$ cat config.mk
export PLATFORM = sky130hd
export DESIGN_NAME = scs_clock_selector
export DESIGN_NICKNAME = d
export VERILOG_FILES = /design/src/logic/scs_pkg.sv /design/src/logic/scs_clock_selector.sv
export SDC_FILE = /design/constraint.sdc
export NUM_CORES = 1
export LEC_CHECK = 0
export ABC_CLOCK_PERIOD_IN_PS = 3700
export BUFFER_PORTS_ARGS = -buffer_cell sky130_fd_sc_hd__buf_2
export CAP_MARGIN = 20
export CORE_ASPECT_RATIO = 1.25
export CORE_UTILIZATION = 50
export DETAILED_ROUTE_END_ITERATION = 12
export PLACE_DENSITY = 0.78
export SETUP_SLACK_MARGIN = 0.02
export SLEW_MARGIN = 20
export SYNTH_ARGS = -nofsm -noshare
export SYNTH_HDL_FRONTEND = slang
export SYNTH_SLANG_ARGS = --single-unit
$ cat constraint.sdc
create_clock -name REF_CLK -period 3.7 [get_ports REF_CLK]
set_input_delay 0.185 -clock REF_CLK [delete_from_list [all_inputs] [get_ports REF_CLK]]
set_output_delay 0.185 -clock REF_CLK [all_outputs]
set_load 0.1 [all_outputs]
$ cat src/logic/scs_pkg.sv
// Purpose: Shared constants and types for the system clock selector
// Assumes: REF_CLK at 100 MHz; registers reached over APB with 32-bit data
// Notes:   Oscillator rates are modelled as enable pulses derived from REF_CLK
package scs_pkg;

  ////////////////////////////////////////////////////////////////////////////
  // Register map
  localparam logic [11:0] OSC_CTRL_OFFSET = 12'h000;
  localparam logic [11:0] FAIL_STAT_OFFSET = 12'h004;
  localparam int FREQ_LSB = 4;
  localparam int FREQ_MSB = 6;
  localparam int EXTERNAL_CLOCK_RUNNING_STATUS_BIT = 3;
  localparam int HTS_BIT = 2;
  localparam int LTS_BIT = 1;
  localparam int SCS_BIT = 0;
  localparam int FAIL_BIT = 0;
  localparam logic [2:0] FREQ_RESET = 3'h6;
  localparam logic SCS_RESET = 1'h0;
  localparam logic [2:0] FREQ_SLOW = 3'h0;

  ////////////////////////////////////////////////////////////////////////////
  // Timing
  localparam int REF_PERIOD_PS = 10000;
  localparam int FAST_OSC_PERIOD_PS = 125000;
  localparam int SLOW_OSC_PERIOD_PS = 32258064;
  localparam int FAST_DIV_CYCLES = FAST_OSC_PERIOD_PS / REF_PERIOD_PS;
  localparam int SLOW_DIV_CYCLES = SLOW_OSC_PERIOD_PS / REF_PERIOD_PS;
  localparam logic [10:0] OST_CYCLES = 11'h400;
  localparam logic [3:0] WARM_TICKS = 4'h8;
  localparam logic [1:0] FAIL_SLOW_TICKS = 2'h2;

  ////////////////////////////////////////////////////////////////////////////
  // Types
  typedef enum logic [2:0] {
    MODE_LOW_POWER_XTAL = 3'b000,
    MODE_MEDIUM_GAIN = 3'b001,
    MODE_HIGH_GAIN = 3'b010,
    MODE_EXT_CLOCK = 3'b011,
    MODE_INT_PIN_IO = 3'b100,
    MODE_INT_CLOCKOUT = 3'b101,
    MODE_RC_IO = 3'b110,
    MODE_RC = 3'b111
  } scs_mode_t;

  typedef enum logic [1:0] {
    SW_INT = 2'b00,
    SW_TO_EXT = 2'b01,
    SW_EXT = 2'b10,
    SW_TO_INT = 2'b11
  } scs_sw_t;

  function automatic logic scs_is_xtal(input scs_mode_t mode);
    scs_is_xtal = (mode == MODE_LOW_POWER_XTAL) || (mode == MODE_MEDIUM_GAIN) ||
                  (mode == MODE_HIGH_GAIN);
  endfunction : scs_is_xtal

  function automatic logic scs_is_ext(input scs_mode_t mode);
    scs_is_ext = scs_is_xtal(mode) || (mode == MODE_EXT_CLOCK) ||
                 (mode == MODE_RC) || (mode == MODE_RC_IO);
  endfunction : scs_is_ext

endpackage : scs_pkg

$ cat src/logic/scs_clock_selector.sv
// Purpose: System clock source selection, start-up timing and failure fallback
// Assumes: CFG_* are static config-word levels; the oscillator pins are async
// Notes:   The system clock leaves as a one-cycle enable, SYS_CLK_EN
//
// Function
// Eight clock source modes, one active
// Mode comes from three-bit config word field
// External clock mode: input clock, output pin GPIO
// Low power mode for 32 kHz crystal
// Medium and high gain resonator modes
// RC mode drives output pin with Fosc/4
// RC I/O mode frees output pin as GPIO
// Internal clockout mode: Fosc/4 out, input GPIO
// Internal pin I/O mode frees both pins
// Monitor detects lost external clock, falls back
// Control bit 7 ignores writes, reads zero
// Frequency field picks 8 MHz down to 31 kHz
// Frequency field resets to 4 MHz code
// Status bit 3 shows external clock running
// Bit 2 shows fast oscillator stable
// Bit 1 shows slow oscillator stable
// Bit 0 forces internal clock, resets zero
// Status bit 3 reset value depends on config
// Crystal modes wait 1024 cycles, execution held
// External clock mode has no start-up wait
// Fast 8 MHz and slow 31 kHz oscillators
// Fallback sets fail flag until software clears
// Switching never shortens a system clock pulse
`timescale 1ns/1ps
module scs_clock_selector
  import scs_pkg::*;
(
  input wire logic REF_CLK,
  input wire logic RST_B,
  input wire logic PSEL,
  input wire logic PENABLE,
  input wire logic PWRITE,
  input wire logic [11:0] PADDR,
  input wire logic [31:0] PWDATA,
  output logic [31:0] PRDATA,
  output logic PREADY,
  output logic PSLVERR,
  input wire logic [2:0] CFG_MODE,
  input wire logic CFG_TWO_SPEED,
  input wire logic CFG_MONITOR_EN,
  input wire logic WAKE,
  input wire logic OSC_IN_PIN_I,
  output logic OSC_IN_PIN_O,
  output logic OSC_IN_PIN_OE_N,
  input wire logic OSC_OUT_PIN_I,
  output logic OSC_OUT_PIN_O,
  output logic OSC_OUT_PIN_OE_N,
  input wire logic [1:0] GPIO_DOUT,
  input wire logic [1:0] GPIO_DRIVE,
  output logic [1:0] GPIO_DIN,
  output logic SYS_CLK_EN,
  output logic EXT_CLK_ACTIVE,
  output logic HOLD_EXEC
);

  localparam logic [3:0] FAST_LAST = 4'(FAST_DIV_CYCLES - 1);
  localparam logic [11:0] SLOW_LAST = 12'(SLOW_DIV_CYCLES - 1);

  // Internal rate hit: code 7 passes every fast tick, each lower code down to 1 halves it
  function automatic logic div_hit(input logic [5:0] pre, input logic [2:0] code);
    logic [5:0] mask;
    mask = 6'h3f >> (code - 3'h1);
    div_hit = ((pre & mask) == mask);
  endfunction : div_hit

  ////////////////////////////////////////////////////////////////////////////
  // Configuration capture
  scs_mode_t cfg_mode;
  logic cfg_two_speed;
  logic cfg_monitor_en;
  logic cfg_loaded;
  scs_mode_t next_cfg_mode;
  logic next_cfg_two_speed;
  logic next_cfg_monitor_en;
  logic next_cfg_loaded;

  always_comb
  begin
    next_cfg_mode = cfg_mode;
    next_cfg_two_speed = cfg_two_speed;
    next_cfg_monitor_en = cfg_monitor_en;
    next_cfg_loaded = 1'h1;
    if (!cfg_loaded)
    begin
      next_cfg_mode = scs_mode_t'(CFG_MODE);
      next_cfg_two_speed = CFG_TWO_SPEED;
      next_cfg_monitor_en = CFG_MONITOR_EN;
    end
  end

  always_ff @(posedge REF_CLK or negedge RST_B)
  begin
    if (!RST_B)
    begin
      cfg_mode <= MODE_EXT_CLOCK;
      cfg_two_speed <= 1'h0;
      cfg_monitor_en <= 1'h0;
      cfg_loaded <= 1'h0;
    end
    else
    begin
      cfg_mode <= next_cfg_mode;
      cfg_two_speed <= next_cfg_two_speed;
      cfg_monitor_en <= next_cfg_monitor_en;
      cfg_loaded <= next_cfg_loaded;
    end
  end

  ////////////////////////////////////////////////////////////////////////////
  // Internal oscillators and frequency divider
  logic [3:0] fast_cnt;
  logic [11:0] slow_cnt;
  logic [3:0] fast_warm;
  logic [3:0] slow_warm;
  logic [5:0] prescale;
  logic [3:0] next_fast_cnt;
  logic [11:0] next_slow_cnt;
  logic [3:0] next_fast_warm;
  logic [3:0] next_slow_warm;
  logic [5:0] next_prescale;
  logic fast_tick;
  logic slow_tick;
  logic fast_stable;
  logic slow_stable;
  logic int_tick;
  logic [2:0] freq_sel;

  always_comb
  begin
    fast_tick = (fast_cnt == FAST_LAST);
    slow_tick = (slow_cnt == SLOW_LAST);
    fast_stable = (fast_warm == WARM_TICKS);
    slow_stable = (slow_warm == WARM_TICKS);
    next_fast_cnt = fast_tick ? 4'h0 : fast_cnt + 4'h1;
    next_slow_cnt = slow_tick ? 12'h000 : slow_cnt + 12'h001;
    next_fast_warm = (fast_tick && !fast_stable) ? fast_warm + 4'h1 : fast_warm;
    next_slow_warm = (slow_tick && !slow_stable) ? slow_warm + 4'h1 : slow_warm;
    next_prescale = fast_tick ? prescale + 6'h01 : prescale;
    // Frequency changes apply at once, but int_tick fires only on a tick, so no pulse is cut short
    if (freq_sel == FREQ_SLOW)
      int_tick = slow_tick;
    else
      int_tick = fast_tick && div_hit(prescale, freq_sel);
  end

  always_ff @(posedge REF_CLK or negedge RST_B)
  begin
    if (!RST_B)
    begin
      fast_cnt <= 4'h0;
      slow_cnt <= 12'h000;
      fast_warm <= 4'h0;
      slow_warm <= 4'h0;
      prescale <= 6'h00;
    end
    else
    begin
      fast_cnt <= next_fast_cnt;
      slow_cnt <= next_slow_cnt;
      fast_warm <= next_fast_warm;
      slow_warm <= next_slow_warm;
      prescale <= next_prescale;
    end
  end

  ////////////////////////////////////////////////////////////////////////////
  // External clock sensing, start-up count and failure monitor
  logic in_s1;
  logic in_s2;
  logic in_s3;
  logic out_s1;
  logic out_s2;
  logic [10:0] ost_cnt;
  logic [1:0] fail_cnt;
  logic failed;
  logic [10:0] next_ost_cnt;
  logic [1:0] next_fail_cnt;
  logic next_failed;
  logic ext_edge;
  logic ost_done;
  logic ext_ready;
  logic monitor_on;
  logic fail_detect;
  logic fail_clear;

  always_comb
  begin
    ext_edge = in_s2 && !in_s3;
    ost_done = (ost_cnt == OST_CYCLES);
    // No start-up wait in the clock input and RC modes
    ext_ready = scs_is_xtal(cfg_mode) ? ost_done : 1'h1;
    next_ost_cnt = ost_cnt;
    if (!cfg_loaded || WAKE)
      next_ost_cnt = 11'h000;
    else if (scs_is_xtal(cfg_mode) && ext_edge && !ost_done)
      next_ost_cnt = ost_cnt + 11'h001;
    // Crystals are watched only after the start-up count; clock input and RC sources are watched at once
    monitor_on = cfg_loaded && cfg_monitor_en && scs_is_ext(cfg_mode) && ext_ready;
    fail_detect = monitor_on && !failed && slow_tick && !ext_edge &&
                  (fail_cnt == FAIL_SLOW_TICKS - 2'h1);
    next_fail_cnt = fail_cnt;
    if (ext_edge || !monitor_on || failed)
      next_fail_cnt = 2'h0;
    else if (slow_tick)
      next_fail_cnt = fail_cnt + 2'h1;
    next_failed = failed;
    if (fail_detect)
      next_failed = 1'h1;
    else if (fail_clear)
      next_failed = 1'h0;
  end

  always_ff @(posedge REF_CLK or negedge RST_B)
  begin
    if (!RST_B)
    begin
      in_s1 <= 1'h0;
      in_s2 <= 1'h0;
      in_s3 <= 1'h0;
      out_s1 <= 1'h0;
      out_s2 <= 1'h0;
      ost_cnt <= 11'h000;
      fail_cnt <= 2'h0;
      failed <= 1'h0;
    end
    else
    begin
      in_s1 <= OSC_IN_PIN_I;
      in_s2 <= in_s1;
      in_s3 <= in_s2;
      out_s1 <= OSC_OUT_PIN_I;
      out_s2 <= out_s1;
      ost_cnt <= next_ost_cnt;
      fail_cnt <= next_fail_cnt;
      failed <= next_failed;
    end
  end

  ////////////////////////////////////////////////////////////////////////////
  // Source switch, system clock, clock out
  scs_sw_t sw_state;
  scs_sw_t next_sw_state;
  logic scs;
  logic want_ext;
  logic next_sys_clk_en;
  logic next_ext_clk_active;
  logic next_hold_exec;
  logic clk_phase;
  logic divided_clock_output;
  logic next_clk_phase;
  logic next_divided_clock_output;

  always_comb
  begin
    want_ext = cfg_loaded && scs_is_ext(cfg_mode) && !scs && !failed && ext_ready;
    next_sw_state = sw_state;
    next_sys_clk_en = 1'h0;
    case (sw_state)
      SW_INT:
      begin
        next_sys_clk_en = int_tick;
        if (want_ext)
          next_sw_state = SW_TO_EXT;
      end
      SW_TO_EXT:
      begin
        // Old source keeps running until the new one starts a full pulse
        next_sys_clk_en = int_tick || ext_edge;
        if (!want_ext)
          next_sw_state = SW_INT;
        else if (ext_edge)
          next_sw_state = SW_EXT;
      end
      SW_EXT:
      begin
        next_sys_clk_en = ext_edge;
        if (failed)
          next_sw_state = SW_INT;
        else if (!want_ext)
          next_sw_state = SW_TO_INT;
      end
      SW_TO_INT:
      begin
        next_sys_clk_en = int_tick;
        if (int_tick)
          next_sw_state = SW_INT;
      end
      default:
        next_sw_state = SW_INT;
    endcase
    next_ext_clk_active = (next_sw_state == SW_EXT) && !failed;
    // Held only while a crystal warms up with no internal clock to run on
    next_hold_exec = cfg_loaded && scs_is_xtal(cfg_mode) && !ost_done && !failed &&
                     !cfg_two_speed && !scs;
    next_clk_phase = clk_phase;
    next_divided_clock_output = divided_clock_output;
    if (SYS_CLK_EN)
    begin
      next_clk_phase = !clk_phase;
      if (clk_phase)
        next_divided_clock_output = !divided_clock_output;
    end
  end

  always_ff @(posedge REF_CLK or negedge RST_B)
  begin
    if (!RST_B)
    begin
      sw_state <= SW_INT;
      SYS_CLK_EN <= 1'h0;
      EXT_CLK_ACTIVE <= 1'h0;
      HOLD_EXEC <= 1'h0;
      clk_phase <= 1'h0;
      divided_clock_output <= 1'h0;
    end
    else
    begin
      sw_state <= next_sw_state;
      SYS_CLK_EN <= next_sys_clk_en;
      EXT_CLK_ACTIVE <= next_ext_clk_active;
      HOLD_EXEC <= next_hold_exec;
      clk_phase <= next_clk_phase;
      divided_clock_output <= next_divided_clock_output;
    end
  end

  ////////////////////////////////////////////////////////////////////////////
  // Pin ownership per mode
  logic next_in_o;
  logic next_in_oe_n;
  logic next_out_o;
  logic next_out_oe_n;

  always_comb
  begin
    next_in_o = 1'h0;
    next_in_oe_n = 1'h1;
    next_out_o = 1'h0;
    next_out_oe_n = 1'h1;
    // Crystal pins stay undriven: the amplifier sits outside this logic
    if (cfg_loaded)
    begin
      case (cfg_mode)
        MODE_EXT_CLOCK, MODE_RC_IO:
        begin
          next_out_o = GPIO_DOUT[1];
          next_out_oe_n = !GPIO_DRIVE[1];
        end
        MODE_RC:
        begin
          next_out_o = divided_clock_output;
          next_out_oe_n = 1'h0;
        end
        MODE_INT_CLOCKOUT:
        begin
          next_in_o = GPIO_DOUT[0];
          next_in_oe_n = !GPIO_DRIVE[0];
          next_out_o = divided_clock_output;
          next_out_oe_n = 1'h0;
        end
        MODE_INT_PIN_IO:
        begin
          next_in_o = GPIO_DOUT[0];
          next_in_oe_n = !GPIO_DRIVE[0];
          next_out_o = GPIO_DOUT[1];
          next_out_oe_n = !GPIO_DRIVE[1];
        end
        default:
        begin
          next_in_oe_n = 1'h1;
        end
      endcase
    end
  end

  always_ff @(posedge REF_CLK or negedge RST_B)
  begin
    if (!RST_B)
    begin
      OSC_IN_PIN_O <= 1'h0;
      OSC_IN_PIN_OE_N <= 1'h1;
      OSC_OUT_PIN_O <= 1'h0;
      OSC_OUT_PIN_OE_N <= 1'h1;
    end
    else
    begin
      OSC_IN_PIN_O <= next_in_o;
      OSC_IN_PIN_OE_N <= next_in_oe_n;
      OSC_OUT_PIN_O <= next_out_o;
      OSC_OUT_PIN_OE_N <= next_out_oe_n;
    end
  end

  assign GPIO_DIN = {out_s2, in_s2};

  ////////////////////////////////////////////////////////////////////////////
  // APB registers
  logic fail_flag;
  logic [2:0] next_freq_sel;
  logic next_scs;
  logic next_fail_flag;
  logic next_pready;
  logic [31:0] next_prdata;
  logic next_pslverr;
  logic external_clock_running_status;
  logic wr_en;
  logic ctrl_hit;
  logic fail_hit;

  always_comb
  begin
    ctrl_hit = (PADDR == OSC_CTRL_OFFSET);
    fail_hit = (PADDR == FAIL_STAT_OFFSET);
    wr_en = PSEL && PENABLE && PREADY && PWRITE;
    // Reads 1 through a plain crystal start-up with the monitor off; 0 with the monitor on or when the wait runs internally
    external_clock_running_status = EXT_CLK_ACTIVE || (HOLD_EXEC && !cfg_monitor_en);
    next_pready = PSEL && PENABLE && !PREADY;
    next_prdata = 32'h0000_0000;
    next_pslverr = 1'h0;
    if (next_pready && !PWRITE)
    begin
      if (ctrl_hit)
      begin
        next_prdata[FREQ_MSB:FREQ_LSB] = freq_sel;
        next_prdata[EXTERNAL_CLOCK_RUNNING_STATUS_BIT] = external_clock_running_status;
        next_prdata[HTS_BIT] = fast_stable;
        next_prdata[LTS_BIT] = slow_stable;
        next_prdata[SCS_BIT] = scs;
      end
      else if (fail_hit)
        next_prdata[FAIL_BIT] = fail_flag;
    end
    if (next_pready && !ctrl_hit && !fail_hit)
      next_pslverr = 1'h1;
    next_freq_sel = freq_sel;
    next_scs = scs;
    fail_clear = wr_en && fail_hit && PWDATA[FAIL_BIT];
    if (wr_en && ctrl_hit)
    begin
      next_freq_sel = PWDATA[FREQ_MSB:FREQ_LSB];
      next_scs = PWDATA[SCS_BIT];
    end
    next_fail_flag = fail_flag;
    if (fail_detect)
      next_fail_flag = 1'h1;
    else if (fail_clear)
      next_fail_flag = 1'h0;
  end

  always_ff @(posedge REF_CLK or negedge RST_B)
  begin
    if (!RST_B)
    begin
      freq_sel <= FREQ_RESET;
      scs <= SCS_RESET;
      fail_flag <= 1'h0;
      PREADY <= 1'h0;
      PRDATA <= 32'h0000_0000;
      PSLVERR <= 1'h0;
    end
    else
    begin
      freq_sel <= next_freq_sel;
      scs <= next_scs;
      fail_flag <= next_fail_flag;
      PREADY <= next_pready;
      PRDATA <= next_prdata;
      PSLVERR <= next_pslverr;
    end
  end
endmodule : scs_clock_selector

Word level (Yosys, flattened, before mapping)
Cells that the tools add are included.
{"block": "word_totals", "inputBits": 61, "word_cells": 167, "rom_bits": 0, "out_inout_bits": 43, "ramBits": 0, "latch_bits": 0, "regBits": 79, "n_memories": 0}
{"block": "classes", "bitwise": 1, "n_reduce_logical": 75, "n_addsub": 8, "mux": 31, "multipliers": 0, "magnitude_cmp": 0, "shifts": 1, "n_div": 0, "n_eq_ne": 19}
{"operator": "1-bit logical AND", "n": 34}
{"operator": "11-bit 2-to-1 mux", "n": 2}
{"operator": "1-bit logical NOT", "n": 19}
{"operator": "2-bit 2-to-1 mux", "n": 8}
{"operator": "1-bit 2-to-1 mux", "n": 13}
{"operator": "12-bit by 1-bit adder with 12-bit output (second input constant)", "n": 1}
{"operator": "4-bit by 1-bit adder with 4-bit output (second input constant)", "n": 3}
{"operator": "12-bit == test (second input constant)", "n": 1}
{"operator": "12-bit by 3-bit == test with 1-bit output (second input constant)", "n": 1}
{"operator": "3-bit == test (second input constant)", "n": 4}
{"operator": "4-bit == test (second input constant)", "n": 3}
{"operator": "12-bit logical NOT", "n": 1}
{"operator": "12-bit 2-to-1 mux", "n": 1}
{"operator": "11-bit by 1-bit adder with 11-bit output (second input constant)", "n": 1}
{"operator": "11-bit == test (second input constant)", "n": 1}
{"operator": "1-bit logical OR", "n": 10}
{"operator": "2-bit case mux with 4 select lines", "n": 1}
{"operator": "7-bit 2-to-1 mux", "n": 1}
{"operator": "6-bit by 1-bit adder with 6-bit output (second input constant)", "n": 1}
{"operator": "6-bit AND", "n": 1}
{"operator": "2-bit == test (second input constant)", "n": 3}
{"operator": "3-bit by 2-bit == test with 1-bit output (second input constant)", "n": 2}
{"operator": "6-bit == test", "n": 1}
{"operator": "3-bit logical NOT", "n": 2}
{"operator": "14 further kinds", "n": 20}

Depth between registers and ports, before layout
Gate-level depths: netlist of the first run.
{"block": "depth", "ltp_word": 15, "depth_mapped": 10, "depth_no_buf": 10}

Least setup slack after synthesis of the first run
No wires, ideal clock.
{"block": "synth_timing", "kind": "register to register", "from": "register freq_sel[1]", "to": "register EXT_CLK_ACTIVE", "setup_ps": 88, "setup_slack_ps": 1608, "required_time_ps": 3612, "n_path_buf": 0, "t_arrival_ps": 2004, "path_stages_with_launch": 11, "path_cell_list": "dfstp_2 inv_1 ha_1 inv_1 ha_1 nor2b_1 o21ai_0 nor4_1 o21ai_0 o32a_1 nor3b_1"}
{"block": "synth_via", "elab_chain_len": 10}
{"item": "start: declaration", "line": "scs_clock_selector.sv:131", "source": "logic [2:0] freq_sel;"}
{"item": "start signal: assignment", "line": "scs_clock_selector.sv:468", "source": "freq_sel <= next_freq_sel;"}
{"item": "3-bit by 1-bit subtractor with 3-bit output", "line": "scs_clock_selector.sv:67", "source": "mask = 6'h3f >> (code - 3'h1);"}
{"item": "6-bit by 3-bit >> shifter with 6-bit output", "line": "scs_clock_selector.sv:67"}
{"item": "6-bit AND", "line": "scs_clock_selector.sv:68", "source": "div_hit = ((pre & mask) == mask);"}
{"item": "6-bit == test", "line": "scs_clock_selector.sv:68"}
{"item": "1-bit logical AND", "line": "scs_clock_selector.sv:148", "source": "int_tick = fast_tick && div_hit(prescale, freq_sel);"}
{"item": "1-bit 2-to-1 mux (*)", "line": "scs_clock_selector.sv:145", "source": "if (freq_sel == FREQ_SLOW)"}
{"item": "2-bit 2-to-1 mux (*)", "line": "scs_clock_selector.sv:290", "source": "if (int_tick)"}
{"item": "2-bit case mux with 4 select lines (*)", "line": "scs_clock_selector.sv:263", "source": "case (sw_state)"}
{"item": "via next_sw_state[0]", "line": "scs_clock_selector.sv:247", "source": "scs_sw_t next_sw_state;"}
{"item": "2-bit == test (*)", "line": "scs_clock_selector.sv:296", "source": "next_ext_clk_active = (next_sw_state == SW_EXT) && !failed;"}
{"item": "1-bit logical AND (*)", "line": "scs_clock_selector.sv:296"}
{"item": "via next_ext_clk_active", "line": "scs_clock_selector.sv:251", "source": "logic next_ext_clk_active;"}
{"item": "end signal: assignment", "line": "scs_clock_selector.sv:325", "source": "EXT_CLK_ACTIVE <= next_ext_clk_active;"}
{"item": "end: declaration", "line": "scs_clock_selector.sv:57", "source": "output logic EXT_CLK_ACTIVE,"}
The timed path passes the listed nets; every way through them passes the cells marked *.
A chain may end at the register's enable or synchronous reset.

Worst setup path in the final report of the first run
Ends and elaborated chain as after synthesis.

==> results by group, run 1 <==
Final layout
  • Filler Cell Count: 621
  • FF/Latch Area: 1984 sq um
  • Multi-input logic area: 1663 sq um
  • Area Growth Syn to Fin: 11.94%
  • Nets@finish: 499
  • ANT cells: 0
  • Share of layout cells above drive strength 1: 20.52%
  • Finished Cell Area: 4328 sq um

GRT
  • First-pass GRT wire length: 11070 microns
  • Overall global routing resource usage: 17.98%
  • GR Overflow Total: 0
  • Antenna violations before repair: 0
  • Vias in the first global route: 2580
  • Largest net degree at the start of global routing: 80

Timing
  • Worst Max-Slew Pin Slew: 962.7 ps
  • Final setup violation count: 0
  • Hold_ws: -31.17 ps
  • Period utilization: 67.45%
  • Post-layout min period: 2496 ps
  • Clk_skew: 12.29 ps
  • Final hold violation count: 37
  • Slew Limit Fails: 0
  • Final setup TNS: 0 ps
  • Slew headroom: 35.82%
  • Peak Freq: 400.7 MHz
  • Unrepaired setup endpoints after global routing: no

Pwr
  • Switching pwr: 0.0005145 W
  • Pleak: 2.028 nW
  • Internal power: 0.001226 W
  • Combinational Power Share: 12.8%
  • Power per Cell Area: 402.2 nW/um^2
  • Maximum VDD drop: 265.6 uV
  • Switching Share: 29.56%
  • Clock power share: 36.1%
  • Sequential power share: 51.1%

CTS
  • Hold-fix buffer count after cts: 4
  • Count of cells resized by post-cts repair: 0
  • Root Driver: clkbuf_8
  • H-tree lvl count: 3
  • CTS sink count: 79
  • Clk buf depth: 2
  • Number of post-CTS setup repair buffers: 0
  • Clock latency on the worst-skew pair: 360 ps
  • TritonCTS Buffers: 9
  • Worst-path clk slew: 80 ps
  • CTS tree: yes

Detailed routing
  • Drt first-iter violations: 84
  • Routed via count: 2664
  • TritonRoute pass-1 iters: 4
  • # DRC: 0
  • Routed Antenna Nets: 0
  • Routed vias/inst: 5.163
  • Final wirelength: 6762 microns
  • Drt wl/cell: 13.10 microns

Logic synthesis
  • Post-synth EDFFs: 0
  • YS warnings: 0
  • Sequential share of the synthesized area: 51.33%
  • Synth Area in Compound Gates: 7.249%
  • Synth Area in XOR/XNOR: 6.570%
  • Ys async rst share: 100.0%
  • Unique masters post-synth: 48
  • Multiplexer share of the synthesized area: 4.563%
  • Mapped Cells: 363
  • Ys flop type: dfrtp_1
  • Mean Syn Cell Area: 10.65 sq um
  • Seq cells post-synth: 79
  • Largest family of logic cells by synthesized area: simple AND/OR/NAND/NOR gates
  • Synth Area in Simple Gates: 15.95%
  • Adder-cell share of the synthesized area: 6.149%
  • Post-Syn Area: 3866 sq um

Critical path
  • CP Class: flip-flop to flip-flop
  • Crit Path Max Fanout: 5
  • Slowest Stage Delay on Critical Path: 380 ps
  • Crit path capture type: flip-flop
  • Worst EP required: 3950 ps
  • CP Launch Type: flip-flop
  • FF-to-FF setup slack: 1200 ps
  • Worst reg-to-reg path cell count: 10
  • Worst EP arrival: 2750 ps
  • Worst r2r src: freq_sel[1]$_DFFE_PN1P_
  • Cell Chain, Critical Path: inv_1 -> ha_1 -> inv_1 -> ha_1 -> nor2b_1 -> o21ai_0 -> nor4_1 -> o21ai_0 -> o32a_1 -> nor3b_1
  • Worst R2R End: EXT_CLK_ACTIVE$_DFF_PN0_
  • Slowest CP cell: nor4_1

Outcome
  • Failing checks: negative hold slack
  • Status: finished, violations left

Floorplan
  • Die extent in x: 80.65 microns
  • Die area: 8090 sq um
  • DIE HEIGHT: 100.3 microns
  • Core box area: 7445 sq um
  • IO Pins: 104
  • Initial core utilization: 51.93%
  • FP Rows: 35

Place
  • Final GP Congestion: 0.7649
  • PortBufs: 50
  • Post-DP HPWL: 4875 microns
  • Post-DP Area: 4098 sq um

Job
  • Max-cap violation count: 0

Hold path
  • Worst min-delay path class: input port to asynchronous set/reset pin
==> power by group through the flow <==
| stage | logic (W) | clock network, W | registers [W] |
|---|---|---|---|
| floorplan | 0.000169 | 0 | 0.000935 |
| global placement | 0.000220 | 0 | 0.000907 |
| detailed placement | 0.000221 | 0 | 0.000908 |
| CTS | 0.000224 | 0.000642 | 0.000891 |
| global route | 0.000235 | 0.000676 | 0.000893 |
| finish | 0.000223 | 0.000628 | 0.000890 |
==> final cells by class <==
cell class | count | area share, %
multi-input cells | 253 | 38.42
clock inverters | 5 | 1.359
well taps | 92 | 2.660
repair buffers | 54 | 6.765
clock buffers | 11 | 3.036
inverters | 22 | 1.908
flip-flops and latches | 79 | 45.85
==> routing by layer <==
metal  wire length (microns)  GRT usage (%)  part of all wire, %  vias up
met5                       0              0                    0        -
met4                     155          9.890                  2.3        0
met3                     198          2.455                  2.9       11
met2                    3594          32.66                   53       52
met1                    2814          19.86                   42     1311
li1                        -              -                    -     1290
==> cells in the final DEF, fill, tap and decap left out, drive strengths merged, types with 12 or more instances in the layout <==
cell type   n
nor2       30
nand2      26
mux2       13
buf        50
o21ai      16
ha         19
xnor2      18
dfrtp      73
conb       26
nand3      12
inv        23
==> cells in the mapped netlist (all sizes together) (2+ instances only) <==
library cell	n	area [sq um]
dfrtp	73	1827
nor2	30	112.6
buf	28	207.7
nand2	26	97.59
inv	22	82.58
ha	19	237.7
xnor2	18	157.7
o21ai	16	80.07
mux2	13	146.4
nand3	12	60.06
xor2	11	96.34
nor4	9	56.30
a21oi	8	40.04
nand2b	8	50.05
nand4	8	50.05
dfstp	6	157.7
nor3	6	30.03
clkbuf	5	18.77
nor2b	5	31.28
or3	4	25.02
a31oi	3	18.77
mux2i	3	30.03
o211ai	3	22.52
and2	2	12.51
and3	2	12.51
and4	2	17.52
conb	2	7.510
==> worst max path at each step <==
| stage | startpoint | end | slack [ps] | depth (start not counted) |
|---|---|---|---|---|
| 2_1_floorplan | freq_sel[1]$_DFFE_PN1P_ | EXT_CLK_ACTIVE$_DFF_PN0_ | 1610 | 10 |
| 3_3_place_gp | freq_sel[0]$_DFFE_PN0P_ | EXT_CLK_ACTIVE$_DFF_PN0_ | 1360 | 10 |
| 3_5_place_dp | freq_sel[0]$_DFFE_PN0P_ | EXT_CLK_ACTIVE$_DFF_PN0_ | 1250 | 10 |
| 4_1_cts | freq_sel[0]$_DFFE_PN0P_ | EXT_CLK_ACTIVE$_DFF_PN0_ | 1210 | 10 |
| 5_1_grt | freq_sel[0]$_DFFE_PN0P_ | EXT_CLK_ACTIVE$_DFF_PN0_ | 960 | 10 |
| 6_report | freq_sel[1]$_DFFE_PN1P_ | EXT_CLK_ACTIVE$_DFF_PN0_ | 1200 | 10 |
==> cell families after synthesis <==
kind of cell,after synthesis
simple gates,121
flops,79
buf+inv,55
compound gates,42
xor+xnor,29
fa+ha+maj,19
mux,16
other cells,2
==> state kept, by name (all words and copies together), names as in the netlist, 3 cells and up <==
| signal | flops |
|---|---|
| slow_cnt | 12 |
| ost_cnt | 11 |
| PRDATA | 7 |
| prescale | 6 |
| fast_cnt | 4 |
| fast_warm | 4 |
| slow_warm | 4 |
| cfg_mode | 3 |
| freq_sel | 3 |
==> per-stage QoR <==
stage	util (%)	std cells	hold slack [ps]	setup WS (ps)	power, W
finish	58.13	516	-31.17	1204	0.001741
global route	58.13	516	51.06	956.6	0.001804
CTS	58.13	516	12.20	1212	0.001757
detailed placement	55.04	496	295.3	1250	0.001129
global placement	55.04	496	293.3	1363	0.001126
floorplan	-	387	-110.6	1608	0.001104
==> worst max-delay path, delay by kind of cell, from the launching register on <==
| family | cells | cell delay (ps) |
|---|---|---|
| buffers and inverters | 2 | 170 |
| DFF | 1 | 370 |
| AOI/OAI and AO/OA | 3 | 620 |
| and+or+nand+nor | 3 | 770 |
| adders and majority gates | 2 | 470 |
Power figures use the tool's default switching activity.
==> inputs of run 2 (changes only) <==
Settings changed: ABC_CLOCK_PERIOD_IN_PS 3700 to 2300.
Clock period 3.7 ns to 2.3 ns, I/O delays scaled along.
==> run 2 against run 1 <==
Net effect:
- the flow now finishes without violations
- register-to-register slack worse by 1100 ps
- sequential share of layout area fell by 2.1 points
- clock-buffer cell count down 1
- critical path depth grew 1
- worst hold slack gained 33 ps
- critical endpoint unchanged
- largest cell class unchanged
==> results by group, run 2 (synthesized netlist as in run 1, its figures left out) <==
Detailed routing
  • Drt wl/cell: 14.28 microns
  • Drt first-iter violations: 136
  • # DRC: 0
  • Final wirelength: 7624 microns
  • Routed via count: 2802
  • Routed Antenna Nets: 0
  • TritonRoute pass-1 iters: 5
  • Routed vias/inst: 5.247

GRT
  • Antenna violations before repair: 0
  • Overall global routing resource usage: 19.78%
  • Largest net degree at the start of global routing: 80
  • Vias in the first global route: 2781
  • First-pass GRT wire length: 12220 microns
  • GR Overflow Total: 0

Critical path
  • Worst EP arrival: 2460 ps
  • Worst EP required: 2560 ps
  • Most used cell, CP: ha_1
  • Slowest CP cell: dfstp_2
  • Cell Chain, Critical Path: inv_2 -> ha_1 -> inv_1 -> ha_1 -> nor2b_2 -> o21ai_2 -> nor4_2 -> buf_4 -> o211ai_1 -> o2bb2ai_1 -> nor3b_2
  • Worst reg-to-reg path cell count: 11
  • Setup crit end: EXT_CLK_ACTIVE$_DFF_PN0_
  • Crit Path Max Fanout: 5
  • CP Launch Type: flip-flop
  • Worst r2r src: freq_sel[1]$_DFFE_PN1P_
  • CP Class: flip-flop to flip-flop
  • Worst R2R End: EXT_CLK_ACTIVE$_DFF_PN0_
  • Crit path capture type: flip-flop
  • FF-to-FF setup slack: 110 ps
  • CP startpoint: freq_sel[1]$_DFFE_PN1P_
  • Slowest Stage Delay on Critical Path: 540 ps

Final layout
  • ANT cells: 0
  • Nets@finish: 517
  • Finished Cell Area: 4533 sq um
  • Top reg by flops: slow_cnt
  • Share of layout cells above drive strength 1: 25.11%
  • Top Registers: slow_cnt: 12 flops, ost_cnt: 11 flops, PRDATA: 7 flops
  • Filler Cell Count: 602
  • Area Growth Syn to Fin: 17.25%
  • Most common library cell in the layout ignoring fill and taps: dfrtp_1
  • Commonest non-fill, non-tap cells in the layout: dfrtp_1 (73), buf_2 (49), nor2_1 (30)
  • Number of flip-flops in the largest register: 12

Place
  • Final GP Congestion: 0.7777
  • PortBufs: 50
  • Setup WS pre-CTS: -1.925 ps
  • Post-DP HPWL: 5284 microns
  • Post-DP Area: 4173 sq um

Floorplan
  • Core box area: 7445 sq um
  • FP Rows: 35
  • IO Pins: 104
  • Die extent in x: 80.65 microns
  • Initial core utilization: 51.93%
  • DIE HEIGHT: 100.3 microns
  • Die area: 8090 sq um

Hold path
  • Worst min-delay path class: input port to flip-flop

CTS
  • Worst-path clk slew: 90 ps
  • Root Driver: clkbuf_8
  • Clk buf depth: 2
  • CTS sink count: 79
  • TritonCTS Buffers: 9
  • Clock latency on the worst-skew pair: 350 ps
  • CTS tree: yes
  • H-tree lvl count: 3

Timing
  • Worst setup margin: 108.5 ps
  • Slew Limit Fails: 0
  • Period utilization: 95.28%
  • Slew headroom: 34.41%
  • Final hold violation count: 0
  • Worst Max-Slew Pin Slew: 983.9 ps
  • Post-layout min period: 2192 ps
  • Final setup violation count: 0
  • Clk_skew: 12.45 ps
  • Peak Freq: 456.3 MHz

Pwr
  • Pleak: 2.127 nW
  • Maximum VDD drop: 395.7 uV
  • Power per Cell Area: 625.9 nW/um^2

Job
  • Max-cap violation count: 0

Outcome
  • Status: complete, no violations
run 2: worst max-delay path, delay by kind of cell (launching register included):
| family | cells | cell delay [ps] |
|---|---|---|
| buffers and inverters | 3 | 250 |
| adders and majority gates | 2 | 410 |
| and+or+nand+nor | 3 | 420 |
| AOI/OAI and AO/OA | 3 | 470 |
| DFF | 1 | 540 |
run 2: repair_timing:
| item | 4_1_cts | 5_1_grt |
|---|---|---|
| gates resized for setup | 5 | 9 |
| gates cloned | 0 | 0 |
| buffers inserted | 0 | 2 |
| setup endpoints to repair | 1 | 2 |
| hold endpoints to repair | 82 | 0 |
| hold buffers | 10 | 0 |
| pin swaps | 2 | 6 |
run 2: per-stage QoR:
stage	instances	utilization, %	power, W	hold WS [ps]	TNS (ps)
CTS	532	60.22	0.002851	2.106	0
detailed placement	506	56.05	0.001824	224.7	-1.925
global route	534	60.89	0.002932	0.3925	-15.46
global placement	506	56.05	0.001818	223.4	0
floorplan	387	-	0.001775	-180.6	0
finish	534	60.89	0.002837	1.897	0
run 2: area by class of cell:
cell class / instances / area [sq um] / share of cell area [%]
multi-input combinational: 253 / 1712 / 37.76
tap: 92 / 115.1 / 2.539
timing repair buffer: 72 / 442.9 / 9.771
sequential: 79 / 1984 / 43.78
inverter: 22 / 82.58 / 1.822
clock inverter: 6 / 68.82 / 1.518
clock buffer: 10 / 127.6 / 2.815
run 2: per-layer routing:
layer  wire length (microns)  part of all wire [%]  global-route usage (%)
met1                    3115                    41                   21.18
met2                    4139                    54                   37.68
met3                     221                   2.9                   1.909
met4                     148                   1.9                   9.890
met5                       0                     0                       0
run 2: worst min-delay path by stage:
| stage | from | end | slack [ps] | depth (start not counted) |
|---|---|---|---|---|
| floorplan | RST_B | EXT_CLK_ACTIVE$_DFF_PN0_ | -180 | 0 |
| global placement | OSC_OUT_PIN_I | out_s1$_DFF_PN0_ | 220 | 1 |
| detailed placement | OSC_OUT_PIN_I | out_s1$_DFF_PN0_ | 220 | 1 |
| CTS | CFG_MONITOR_EN | cfg_monitor_en$_DFFE_PN0N_ | 2 | 2 |
| global route | CFG_MONITOR_EN | cfg_monitor_en$_DFFE_PN0N_ | 0.4 | 2 |
| finish | CFG_MONITOR_EN | cfg_monitor_en$_DFFE_PN0N_ | 2 | 2 |
run 2: report_power, final:
group          internal (W)  switching [W]  total, W  leakage (nW)
logic             0.0000656       0.000310  0.000375          1.01
registers           0.00141      0.0000188   0.00143          1.02
clock network      0.000507       0.000521   0.00103        0.0968
total               0.00199       0.000850   0.00284          2.13
==> inputs of run 3 (changes only) <==
Settings changed: CTS_BUF_LIST set to sky130_fd_sc_hd__clkbuf_8.
==> run 3 against run 2 <==
Net effect:
- the run now ends with negative hold slack left
- cell area unchanged
- non-clock buffer count unchanged
- clock power barely moved
- maximum frequency increased by 0.33%
- register-to-register slack hardly changed
- sequential share of layout area unchanged
- setup slack better by 7.3 ps
- first-iteration DRC count up 10%
- worst hold slack got worse by 3.4 ps
- power is essentially flat
- global-route usage is essentially flat
- largest cell class unchanged
- highest routed layer unchanged
==> results by group, run 3 (synthesized netlist as in run 1, its figures left out) <==
Timing
  • Final setup TNS: 0 ps
  • Clk_skew: 11.91 ps
  • Post-layout min period: 2184 ps
  • Final setup violation count: 0
  • Hold_ws: -1.482 ps
  • Worst setup margin: 115.8 ps
  • Slew headroom: 34.76%
  • Period utilization: 94.97%
  • Peak Freq: 457.8 MHz
  • Worst Max-Slew Pin Slew: 978.6 ps
  • Slew Limit Fails: 0
  • Final hold violation count: 1

Final layout
  • Area Growth Syn to Fin: 17.25%
  • Share of layout cells above drive strength 1: 25.11%
  • Utilization after layout: 60.89%
  • ANT cells: 0
  • Filler Cell Count: 602
  • Top reg by flops: slow_cnt
  • Number of flip-flops in the largest register: 12
  • Nets@finish: 517
  • Commonest non-fill, non-tap cells in the layout: dfrtp_1 (73), buf_2 (49), nor2_1 (30)
  • Top Registers: slow_cnt: 12 flops, ost_cnt: 11 flops, PRDATA: 7 flops
  • Most common library cell in the layout ignoring fill and taps: dfrtp_1

Detailed routing
  • Drt wl/cell: 14.31 microns
  • Routed vias/inst: 5.227
  • # DRC: 0
  • Final wirelength: 7639 microns
  • TritonRoute pass-1 iters: 4
  • Drt first-iter violations: 150
  • Routed Antenna Nets: 0
  • Routed via count: 2791

Critical path
  • Slowest CP cell: dfstp_2
  • Slowest Stage Delay on Critical Path: 540 ps
  • Crit path capture type: flip-flop
  • Worst reg-to-reg path cell count: 11
  • Crit Path Max Fanout: 5
  • Worst EP arrival: 2450 ps
  • FF-to-FF setup slack: 120 ps
  • CP Class: flip-flop to flip-flop
  • Worst r2r src: freq_sel[1]$_DFFE_PN1P_
  • CP Launch Type: flip-flop
  • Worst R2R End: EXT_CLK_ACTIVE$_DFF_PN0_
  • Cell Chain, Critical Path: inv_2 -> ha_1 -> inv_1 -> ha_1 -> nor2b_2 -> o21ai_2 -> nor4_2 -> buf_4 -> o211ai_1 -> o2bb2ai_1 -> nor3b_2
  • Most used cell, CP: ha_1
  • Worst EP required: 2570 ps

CTS
  • Clock latency on the worst-skew pair: 360 ps
  • TritonCTS Buffers: 9
  • H-tree lvl count: 3
  • Root Driver: clkbuf_8
  • Clk buf depth: 2
  • Worst-path clk slew: 90 ps
  • CTS tree: yes
  • CTS sink count: 79

Pwr
  • Power per Cell Area: 626.0 nW/um^2
  • Pleak: 2.131 nW
  • Maximum VDD drop: 397.9 uV

Floorplan
  • Core box area: 7445 sq um
  • Initial core utilization: 51.93%
  • FP Rows: 35
  • IO Pins: 104
  • Die extent in x: 80.65 microns
  • Die area: 8090 sq um
  • DIE HEIGHT: 100.3 microns

GRT
  • First-pass GRT wire length: 12240 microns
  • Most Used Layer, Global Route: met2
  • Met2 usage: 37.61%
  • Antenna violations before repair: 0
  • GR Overflow Total: 0
  • Met1 Usage GRT: 21.36%
  • Vias in the first global route: 2780
  • Overall global routing resource usage: 19.82%
  • Met3 usage: 1.909%
  • Largest net degree at the start of global routing: 80

Hold path
  • Worst min-delay path class: input port to flip-flop
  • Hold Path Origin: CFG_MONITOR_EN
  • Worst hold endpoint: cfg_monitor_en$_DFFE_PN0N_
  • Hold depth: 2

Outcome
  • Status: finished, violations left
  • Failing checks: negative hold slack

Job
  • Max-cap violation count: 0

Place
  • PortBufs: 50
  • Setup WS pre-CTS: -1.925 ps
  • Post-DP HPWL: 5284 microns
  • Final GP Congestion: 0.7777
run 3: cell types whose count changed in the layout (fill, tap and decap cells not counted), sizes merged:
cell	before	now
clkbuf	10	9
inv	23	24
run 3: layout make-up:
class	count	area, sq um	area share, %
sequential	79	1984	43.78
multi-input combinational	253	1712	37.76
timing repair buffer	72	442.9	9.771
clock buffer	9	123.9	2.733
tap	92	115.1	2.539
inverter	22	82.58	1.822
clock inverter	7	72.57	1.601
run 3: worst max-delay path by stage:
| stage | from | endpoint | slack [ps] |
|---|---|---|---|
| floorplan | freq_sel[1]$_DFFE_PN1P_ | EXT_CLK_ACTIVE$_DFF_PN0_ | 210 |
| global placement | freq_sel[0]$_DFFE_PN0P_ | EXT_CLK_ACTIVE$_DFF_PN0_ | 130 |
| detailed placement | freq_sel[1]$_DFFE_PN1P_ | EXT_CLK_ACTIVE$_DFF_PN0_ | -2 |
| CTS | freq_sel[1]$_DFFE_PN1P_ | EXT_CLK_ACTIVE$_DFF_PN0_ | 20 |
| global route | freq_sel[0]$_DFFE_PN0P_ | EXT_CLK_ACTIVE$_DFF_PN0_ | -20 |
| finish | freq_sel[1]$_DFFE_PN1P_ | EXT_CLK_ACTIVE$_DFF_PN0_ | 120 |
run 3: what timing repair did:
action	4_1_cts	5_1_grt
setup endpoints to repair	1	2
setup buffers	0	2
hold endpoints to repair	82	0
gates resized for setup	5	9
hold buffers	10	0
pin swaps	2	6
run 3: worst max-delay path, delay by kind of cell (launching register included):
family,cells,cell delay [ps]
AO/OA/AOI/OAI,3,470
adder cells (fa/ha/maj),2,410
buffers and inverters,3,250
flip-flops,1,540
AND/OR/NAND/NOR,3,420
run 3: where the power goes:
| part | total (W) | switching [W] | internal (W) |
|---|---|---|---|
| Clock | 0.00103 | 0.000527 | 0.000503 |
| Sequential | 0.00143 | 0.0000187 | 0.00141 |
| Combinational | 0.000375 | 0.000309 | 0.0000656 |
| Total | 0.00284 | 0.000855 | 0.00198 |
run 3: stage by stage:
stage               total power [W]  cells  area (sq um)
detailed placement         0.001824    506          4173
global placement           0.001818    506          4173
finish                     0.002838    534          4533
floorplan                  0.001775    387          3956
global route               0.002931    534          4533
CTS                        0.002847    532          4483
run 3: routing by layer:
metal,routed length (microns),share of wire [%],vias up
met5,0,0,-
met1,3078,40,1382
met4,165,2.2,0
met3,247,3.2,15
li1,-,-,1330
met2,4148,54,64
